**config.mk**
```make
export PLATFORM = sky130hd
export DESIGN_NAME = nvm_access_ctrl
export DESIGN_NICKNAME = d
export VERILOG_FILES = /design/src/hdl/nvm_pkg.sv /design/src/hdl/nvm_access_ctrl.sv /design/src/hdl/nvm_cycle_timer.sv
export SDC_FILE = /design/constraint.sdc
export NUM_CORES = 1
export LEC_CHECK = 0
export BUFFER_PORTS_ARGS = -buffer_cell sky130_fd_sc_hd__buf_4
export CAP_MARGIN = 20
export CORE_AREA = 2 2 153 118
export CTS_CLUSTER_SIZE = 20
export DETAILED_ROUTE_END_ITERATION = 8
export DIE_AREA = 0 0 155 120
export PLACE_DENSITY = 0.51
export SLEW_MARGIN = 20
export SYNTH_ARGS = -nofsm -noshare
export SYNTH_HDL_FRONTEND = slang
export SYNTH_SLANG_ARGS = --single-unit
```
**constraint.sdc**
```tcl
create_clock -name core_clk -period 7.3 [get_ports core_clk]
set_clock_uncertainty 0.2 [all_clocks]
set_input_delay 0.73 -clock core_clk [delete_from_list [all_inputs] [get_ports core_clk]]
set_output_delay 0.73 -clock core_clk [all_outputs]
set_load 0.005 [all_outputs]
```
**src/hdl/nvm_pkg.sv**
```systemverilog
// nvm_pkg: constants and types shared by the nonvolatile access control.
// assumes a single 125 MHz core clock and a 32-bit Avalon-MM register bus.
package nvm_pkg;

    // clock and self-timed cycle length
    localparam int unsigned CLK_PERIOD_NS = 8;
    // nominal write/erase time, plain default
    localparam int unsigned PROG_TIME_NS = 2000;
    // least time, rounded up to whole cycles
    localparam int unsigned PROG_CYCLES =
        (PROG_TIME_NS + CLK_PERIOD_NS - 1) / CLK_PERIOD_NS;
    localparam int unsigned TMR_W = 16;

    // register byte offsets
    localparam logic [4:0] OFF_PTR_LOW = 5'h00;
    localparam logic [4:0] OFF_PTR_HIGH = 5'h04;
    localparam logic [4:0] OFF_PTR_UPPER = 5'h08;
    localparam logic [4:0] OFF_LATCH = 5'h0c;
    localparam logic [4:0] OFF_CTRL = 5'h10;
    localparam logic [4:0] OFF_IRQ_STATUS = 5'h14;
    localparam logic [4:0] OFF_IRQ_MASK = 5'h18;

    // control register bit positions
    localparam int unsigned BIT_CODE_SEL = 7;
    localparam int unsigned BIT_CFG_SEL = 6;
    localparam int unsigned BIT_UNUSED = 5;
    localparam int unsigned BIT_ERASE_SEL = 4;
    localparam int unsigned BIT_FAULT = 3;
    localparam int unsigned BIT_PERMIT = 2;
    localparam int unsigned BIT_LAUNCH = 1;
    localparam int unsigned BIT_FETCH = 0;

    // pointer geometry
    localparam int unsigned PTR_W = 22;
    localparam int unsigned PTR_TOP = 21;
    localparam int unsigned WRITE_BLK_LSB = 3;
    localparam int unsigned ERASE_BLK_LSB = 6;

    // interrupt status/mask bit positions
    localparam int unsigned IRQ_W = 3;
    localparam int unsigned IRQ_DONE = 0;
    localparam int unsigned IRQ_FAULT = 1;
    localparam int unsigned IRQ_READ = 2;

    // values after reset
    localparam logic [7:0] PTR_BYTE_RESET = 8'h00;
    localparam logic [7:0] LATCH_RESET = 8'h00;
    localparam logic [IRQ_W-1:0] IRQ_RESET = 3'h0;
    localparam logic [31:0] RDATA_RESET = 32'h0000_0000;

    typedef enum logic [1:0]
    {
        NVM_OP_READ,
        NVM_OP_WRITE,
        NVM_OP_ERASE
    } nvm_op_t;

    typedef enum logic [1:0]
    {
        NVM_SP_EEPROM,
        NVM_SP_FLASH,
        NVM_SP_CONFIG
    } nvm_space_t;

    // request toward the storage arrays
    typedef struct packed
    {
        logic valid;
        nvm_op_t op;
        nvm_space_t space;
        logic [PTR_W-1:0] addr;
        logic [7:0] data;
    } nvm_req_t;

endpackage
```
**src/hdl/nvm_access_ctrl.sv**
```systemverilog
// nvm_access_ctrl: table pointer, table latch and control register that
// steer reads, writes and erases of on-chip nonvolatile storage.
// assumes an Avalon-MM master on core_clk and a storage array that
// samples nv_req and presents read data while the read request stands.
// Operation
// - code select high targets program flash, low targets data EEPROM.
// - config select high targets configuration space, else decides.
// - row erase select makes next launch erase; cleared when erase ends.
// - without row erase select a launched cycle only writes.
// - premature end by reset or improper attempt sets fault flag.
// - permit bit low inhibits every write and erase cycle.
// - launch starts self-timed cycle; hardware clears it at completion.
// - software can only set launch; writing zero does nothing.
// - fetch starts one-cycle read, cleared by hardware, set-only.
// - fetch cannot be set while code or config select is high.
// - a fault leaves code and config select untouched.
// - unused control bit reads zero and ignores writes.
// - three pointer bytes form 22 bits; top bit picks config space (here the config select bit picks it; pointer bit 21 is only address).
// - table latch holds the data byte moved by table operations.
// - program write targets 8-byte block, low three bits ignored.
// - erase targets 64-byte block, low six bits ignored.
//
// Design decisions made here: the Avalon-MM interface to the registers and the address map.
module nvm_access_ctrl
(
    input wire logic core_clk,
    input wire logic rst,
    input wire logic dev_reset,
    input wire logic [4:0] address,
    input wire logic read,
    input wire logic write,
    input wire logic [3:0] byteenable,
    input wire logic [31:0] writedata,
    output logic [31:0] readdata,
    output logic waitrequest,
    input wire logic [7:0] nv_rdata,
    output nvm_pkg::nvm_req_t nv_req,
    output logic irq
);
    import nvm_pkg::*;

    logic [PTR_W-1:0] ptr_reg;
    logic [7:0] latch_reg;
    logic code_sel_reg;
    logic cfg_sel_reg;
    logic erase_sel_reg;
    logic fault_reg;
    logic permit_reg;
    logic launch_reg;
    logic fetch_reg;
    logic [IRQ_W-1:0] status_reg;
    logic [IRQ_W-1:0] mask_reg;
    logic [IRQ_W-1:0] status_next;
    logic wait_reg;
    logic [31:0] rdata_reg;
    logic irq_reg;
    nvm_req_t req_reg;
    logic [7:0] ctrl_view;
    logic [7:0] wb;
    logic wr_acc;
    logic wr_ctrl;
    logic launch_req;
    logic start;
    logic improper;
    logic fetch_req;
    logic aborted;
    logic tmr_busy;
    logic tmr_done;
    logic [PTR_W-1:0] launch_addr;
    nvm_space_t launch_space;
    logic launch_erase;

    assign waitrequest = wait_reg;
    assign readdata = rdata_reg;
    assign irq = irq_reg;
    assign nv_req = req_reg;

    assign wb = writedata[7:0];
    // only the low byte lane carries register data
    assign wr_acc = write && !wait_reg && byteenable[0];
    assign wr_ctrl = wr_acc && (address == OFF_CTRL);

    assign ctrl_view = {code_sel_reg, cfg_sel_reg, 1'b0, erase_sel_reg,
                        fault_reg, permit_reg, launch_reg, fetch_reg};

    // only a one written while idle starts anything
    assign launch_req = wr_ctrl && wb[BIT_LAUNCH] && !launch_reg
                        && !fetch_reg;
    // permit written in the same access counts, as in the unlock sequence
    assign start = launch_req && wb[BIT_PERMIT];
    assign improper = launch_req && !wb[BIT_PERMIT];
    assign fetch_req = wr_ctrl && wb[BIT_FETCH] && !wb[BIT_CODE_SEL]
                       && !wb[BIT_CFG_SEL] && !launch_reg && !fetch_reg
                       && !wb[BIT_LAUNCH];
    // any device reset during a self-timed cycle cuts it short
    assign aborted = dev_reset && launch_reg;

    // target space and block address for a launched cycle
    always_comb
    begin
        if (wb[BIT_CFG_SEL])
            launch_space = NVM_SP_CONFIG;
        else if (wb[BIT_CODE_SEL])
            launch_space = NVM_SP_FLASH;
        else
            launch_space = NVM_SP_EEPROM;
        // eeprom has no row erase; it does erase/write in one cycle
        launch_erase = wb[BIT_ERASE_SEL]
                       && (launch_space != NVM_SP_EEPROM);
        launch_addr = ptr_reg;
        if (launch_erase)
            launch_addr[ERASE_BLK_LSB-1:0] = '0;
        else if (launch_space != NVM_SP_EEPROM)
            launch_addr[WRITE_BLK_LSB-1:0] = '0;
    end

    nvm_cycle_timer u_timer
    (
        .core_clk(core_clk),
        .rst(rst),
        .start(start && !dev_reset),
        .abort(dev_reset),
        .busy(tmr_busy),
        .done(tmr_done)
    );

    // bus handshake: one wait cycle, then a single-cycle answer
    always_ff @(posedge core_clk or posedge rst)
    begin
        if (rst)
            wait_reg <= 1'b1;
        else if ((read || write) && wait_reg)
            wait_reg <= 1'b0;
        else
            wait_reg <= 1'b1;
    end

    always_ff @(posedge core_clk or posedge rst)
    begin
        if (rst)
            rdata_reg <= RDATA_RESET;
        else if (read && wait_reg)
        begin
            case (address)
                OFF_PTR_LOW: rdata_reg <= {24'h00_0000, ptr_reg[7:0]};
                OFF_PTR_HIGH: rdata_reg <= {24'h00_0000, ptr_reg[15:8]};
                OFF_PTR_UPPER: rdata_reg <= {26'h000_0000, ptr_reg[21:16]};
                OFF_LATCH: rdata_reg <= {24'h00_0000, latch_reg};
                OFF_CTRL: rdata_reg <= {24'h00_0000, ctrl_view};
                OFF_IRQ_STATUS: rdata_reg <= {29'h0000_0000, status_reg};
                OFF_IRQ_MASK: rdata_reg <= {29'h0000_0000, mask_reg};
                default: rdata_reg <= RDATA_RESET;
            endcase
        end
    end

    // table pointer, 22 bits over three bytes
    always_ff @(posedge core_clk or posedge rst)
    begin
        if (rst)
            ptr_reg <= {PTR_BYTE_RESET[5:0], PTR_BYTE_RESET, PTR_BYTE_RESET};
        else if (wr_acc)
        begin
            case (address)
                OFF_PTR_LOW: ptr_reg[7:0] <= wb;
                OFF_PTR_HIGH: ptr_reg[15:8] <= wb;
                OFF_PTR_UPPER: ptr_reg[PTR_TOP:16] <= wb[5:0];
                default: ptr_reg <= ptr_reg;
            endcase
        end
    end

    // table latch; a completed read wins over a software write
    always_ff @(posedge core_clk or posedge rst)
    begin
        if (rst)
            latch_reg <= LATCH_RESET;
        else if (fetch_reg)
            latch_reg <= nv_rdata;
        else if (wr_acc && (address == OFF_LATCH))
            latch_reg <= wb;
    end

    // space selects: frozen during a cycle, kept through a fault
    always_ff @(posedge core_clk or posedge rst)
    begin
        if (rst)
        begin
            code_sel_reg <= 1'b0;
            cfg_sel_reg <= 1'b0;
        end
        else if (wr_ctrl && !launch_reg && !dev_reset)
        begin
            code_sel_reg <= wb[BIT_CODE_SEL];
            cfg_sel_reg <= wb[BIT_CFG_SEL];
        end
    end

    // row erase select and write permit
    always_ff @(posedge core_clk or posedge rst)
    begin
        if (rst)
        begin
            erase_sel_reg <= 1'b0;
            permit_reg <= 1'b0;
        end
        else if (dev_reset)
        begin
            erase_sel_reg <= 1'b0;
            permit_reg <= 1'b0;
        end
        else
        begin
            if (tmr_done && (req_reg.op == NVM_OP_ERASE))
                erase_sel_reg <= 1'b0;
            else if (wr_ctrl && !launch_reg)
                erase_sel_reg <= wb[BIT_ERASE_SEL];
            if (wr_ctrl)
                permit_reg <= wb[BIT_PERMIT];
        end
    end

    // fault flag: hardware set wins over a software clear
    always_ff @(posedge core_clk or posedge rst)
    begin
        if (rst)
            fault_reg <= 1'b0;
        else if (aborted || improper)
            fault_reg <= 1'b1;
        else if (wr_ctrl)
            fault_reg <= wb[BIT_FAULT];
    end

    // launch and fetch are set-only; hardware ends them
    always_ff @(posedge core_clk or posedge rst)
    begin
        if (rst)
        begin
            launch_reg <= 1'b0;
            fetch_reg <= 1'b0;
        end
        else if (dev_reset)
        begin
            launch_reg <= 1'b0;
            fetch_reg <= 1'b0;
        end
        else
        begin
            if (start)
                launch_reg <= 1'b1;
            else if (tmr_done)
                launch_reg <= 1'b0;
            fetch_reg <= fetch_req;
        end
    end

    // request toward storage; write/erase held for the whole cycle
    always_ff @(posedge core_clk or posedge rst)
    begin
        if (rst)
            req_reg <= '0;
        else if (dev_reset)
            req_reg.valid <= 1'b0;
        else if (start)
        begin
            req_reg.valid <= 1'b1;
            req_reg.op <= launch_erase ? NVM_OP_ERASE
                                       : NVM_OP_WRITE;
            req_reg.space <= launch_space;
            req_reg.addr <= launch_addr;
            req_reg.data <= latch_reg;
        end
        else if (fetch_req)
        begin
            req_reg.valid <= 1'b1;
            req_reg.op <= NVM_OP_READ;
            req_reg.space <= NVM_SP_EEPROM;
            req_reg.addr <= ptr_reg;
        end
        else if (fetch_reg || tmr_done || !tmr_busy)
            req_reg.valid <= 1'b0;
    end

    // sticky events, write one to clear, set beats clear
    always_comb
    begin
        status_next = status_reg;
        if (wr_acc && (address == OFF_IRQ_STATUS))
            status_next = status_reg & ~wb[IRQ_W-1:0];
        status_next[IRQ_DONE] = status_next[IRQ_DONE] | tmr_done;
        status_next[IRQ_FAULT] = status_next[IRQ_FAULT] | aborted | improper;
        status_next[IRQ_READ] = status_next[IRQ_READ] | fetch_reg;
    end

    always_ff @(posedge core_clk or posedge rst)
    begin
        if (rst)
        begin
            status_reg <= IRQ_RESET;
            mask_reg <= IRQ_RESET;
            irq_reg <= 1'b0;
        end
        else
        begin
            status_reg <= status_next;
            if (wr_acc && (address == OFF_IRQ_MASK))
                mask_reg <= wb[IRQ_W-1:0];
            // registered so the pin never glitches on a decode
            irq_reg <= |(status_reg & mask_reg);
        end
    end

endmodule

```
**src/hdl/nvm_cycle_timer.sv**
```systemverilog
// nvm_cycle_timer: counts out one self-timed write or erase cycle.
// assumes start and abort are single-cycle pulses from the controller.
module nvm_cycle_timer
    import nvm_pkg::*;
(
    input wire logic core_clk,
    input wire logic rst,
    input wire logic start,
    input wire logic abort,
    output logic busy,
    output logic done
);
    logic [TMR_W-1:0] count_reg;
    localparam logic [TMR_W-1:0] LAST = TMR_W'(PROG_CYCLES - 1);

    always_ff @(posedge core_clk or posedge rst)
    begin
        if (rst)
        begin
            count_reg <= '0;
            busy <= 1'b0;
            done <= 1'b0;
        end
        else
        begin
            done <= 1'b0;
            if (abort)
            begin
                busy <= 1'b0;
                count_reg <= '0;
            end
            else if (start)
            begin
                busy <= 1'b1;
                count_reg <= '0;
            end
            else if (busy)
            begin
                if (count_reg == LAST)
                begin
                    busy <= 1'b0;
                    done <= 1'b1;
                end
                count_reg <= count_reg + 1'b1;
            end
        end
    end

endmodule

```
==> flow_metrics.py <==
metrics = {
    "logic_synthesis": {
        "synth_fa_ha_area_share_pct": 0.495,
        "synth_edf_count": 0,
        "synth_top_family_by_area": "multiplexers",
        "syn_area_um2": 5060,
        "ys_types": 54,
        "async_flop_share_pct": 100,
        "syn_inst": 429,
        "avgSynthCellArea_um2": 11.8,
        "synth-simple-area-share_pct": 12.9,
        "synth.area.mux_share_pct": 18.3,
        "synth_compound_area_share_pct": 7.22,
        "yosys_warnings": 0,
        "ys.flop_type": "dfrtp_1",
        "seq_area_frac_synth_pct": 52.5,
        "synth-xor-area-share_pct": 2.25,
        "ys_ff_latch": 106,
    },
    "clock_network": {
        "cts_hold_buf": 0,
        "clock_latency_ps": 360,
        "clock_path_buffers": 2,
        "cts_tree": "built",
        "ctsResizeCount": 0,
        "postCtsSetupBuffers": 0,
        "htree_levels": 3,
        "numClockSinks": 106,
        "root_buffer": "clkbuf_16",
        "clk_pin_slew_ps": 70,
        "cts_buffers": 9,
    },
    "placed_design": {
        "post-place-cells": 702,
        "gp_congestion": 0.756,
        "hpwl_um": 8940,
        "port-buffer-count": 71,
    },
    "setup_path": {
        "reg2regPathDepth": 4,
        "cp-start-kind": "input pin",
        "path_class": "in -> reg",
        "required_ps": 7330,
        "end_kind": "flip-flop",
        "crit_arrival_ps": 3310,
        "crit_fanout": 24,
    },
    "timing": {
        "grt_setup_unrepaired": "false",
        "period_needed_ps": 3280,
        "tns_ps": 0,
        "max_freq_mhz": 305,
        "finalSetupViolations": 0,
        "tightest_slew_ps": 1030,
        "finalCritPeriodShare_pct": 44.9,
        "slew_viol_final": 0,
        "relSlewSlack_pct": 30.5,
        "hold_violations": 0,
    },
    "cells_and_area": {
        "largest_reg_flops": 35,
        "area_growth_pct": 19.3,
        "final_common_cell": "dfrtp_1",
        "layout-drive-gt1-share_pct": 29.1,
        "final_cell_mix": "dfrtp_1, buf_4, mux2_2",
        "fin_nets": 550,
        "layout.cells.non_filler": 719,
        "antenna_cells": 0,
    },
    "die": {
        "die_w_um": 155,
        "dieArea_um2": 18600,
        "core-area_um2": 17200,
        "die_h_um": 120,
        "ios": 123,
        "rows": 42,
        "initial_core_util_pct": 29.4,
    },
    "grt": {
        "grt_max_degree": 62,
        "first_global_vias": 3319,
        "antenna_found_initial": 0,
        "track_usage_pct": 13.9,
        "grt-ovfl-total": 0,
        "grt_pass1_wl_um": 19500,
    },
    "power": {
        "power_density_nw_per_um2": 207,
        "p_leak_uw": 0.00284,
        "finalPower_uw": 1250,
        "vdd_drop_max_uv": 103,
    },
    "status": {
        "status": "completed",
    },
    "hold_path": {
        "min_path_type": "in -> async",
    },
    "job": {
        "cap_violations": 0,
    },
    "drt": {
        "drtIter0Drc": 284,
        "wirelength_um": 12400,
        "via_per_inst": 4.80,
        "drc": 0,
        "ant_nets": 0,
        "vias": 3448,
        "firstDrtPassIters": 5,
        "wire_per_inst_um": 17.3,
    },
}
-- critical path: stages --
cell,delay (ps)
buf_4,210
or4_1,630
or3_1,560
nor2_1,750
mux2_2,420
-- routing by layer --
metal	GRT usage, %	up-vias	share of wire (%)
met4	2.78	0	0.92
met2	19.9	97	44
met1	20.7	1728	49
met3	4.04	6	5.6
met5	0	-	0
li1	-	1617	-
-- worst paths after layout --
path / end / start / slack [ps]
max: nv_req[5] / address[2] / 4020
min: ptr_reg[1] / rst / 250
max reg2reg: nv_req[5] / fetch_reg / 4170
min reg2reg: readdata[5] / readdata[5] / 280
max in group asynchronous: ptr_reg[7] / rst / 5460
min in group core_clk: readdata[5] / readdata[5] / 280
-- cells in the mapped netlist (3+ instances only) --
master / count / area [µm²]
and3_1: 5 / 31.3
nand2b_1: 4 / 25.0
inv_1: 13 / 48.8
dfrtp_1: 105 / 2630
mux2i_1: 19 / 190
a22o_1: 4 / 35.0
or4_1: 3 / 22.5
mux4_2: 5 / 113
nor3_1: 11 / 55.1
nor2b_1: 4 / 25.0
a21o_1: 3 / 22.5
nor2_1: 28 / 105
mux2_4: 7 / 105
nand2_1: 27 / 101
mux2_2: 40 / 450
mux2_1: 6 / 67.6
clkbuf_1: 9 / 33.8
a211o_1: 4 / 35.0
buf_1: 3 / 11.3
xnor2_1: 6 / 52.6
nor4_1: 3 / 18.8
nand4b_1: 5 / 43.8
nand3_1: 6 / 30.0
a21oi_1: 5 / 25.0
buf_4: 25 / 188
nand4_1: 8 / 50.1
xor2_1: 7 / 61.3
o21ai_0: 21 / 105
or3_1: 5 / 31.3
buf_2: 4 / 20.0
-- through the flow --
| step | hold WS, ps | worst slack [ps] | utilization [%] | instance area [µm²] |
|---|---|---|---|---|
| final | 246 | 4020 | 35.1 | 6030 |
| after global routing | 296 | 3910 | 35.1 | 6030 |
| after CTS | 268 | 4040 | 35.0 | 6020 |
| after detailed placement | 274 | 3670 | 33.1 | 5700 |
| after global placement | 270 | 3670 | 33.1 | 5700 |
| after floorplan | 260 | 3580 | - | 5140 |
-- logic make-up after synthesis --
kind of cell	Yosys count
and+or+nand+nor	122
DFF	106
muxes	77
buffers and inverters	55
AOI/OAI and AO/OA	53
xor gates and xnor gates	13
adders and majority gates	2
other	1
-- cell type report --
type,instances,area (µm²)
inverter,13,51.3
timing repair buffer,73,556
tap,220,275
clock inverter,2,60.1
sequential,106,2650
fill,1683,11100
clock buffer,14,264
multi-input combinational,291,2170
-- report_power, final --
part,internal (µW),switching (µW),leakage [µW]
clock network,320,214,0.000157
logic,40.0,49.6,0.00124
registers,609,19.1,0.00145
No activity file was read; power rests on OpenSTA's default activity.
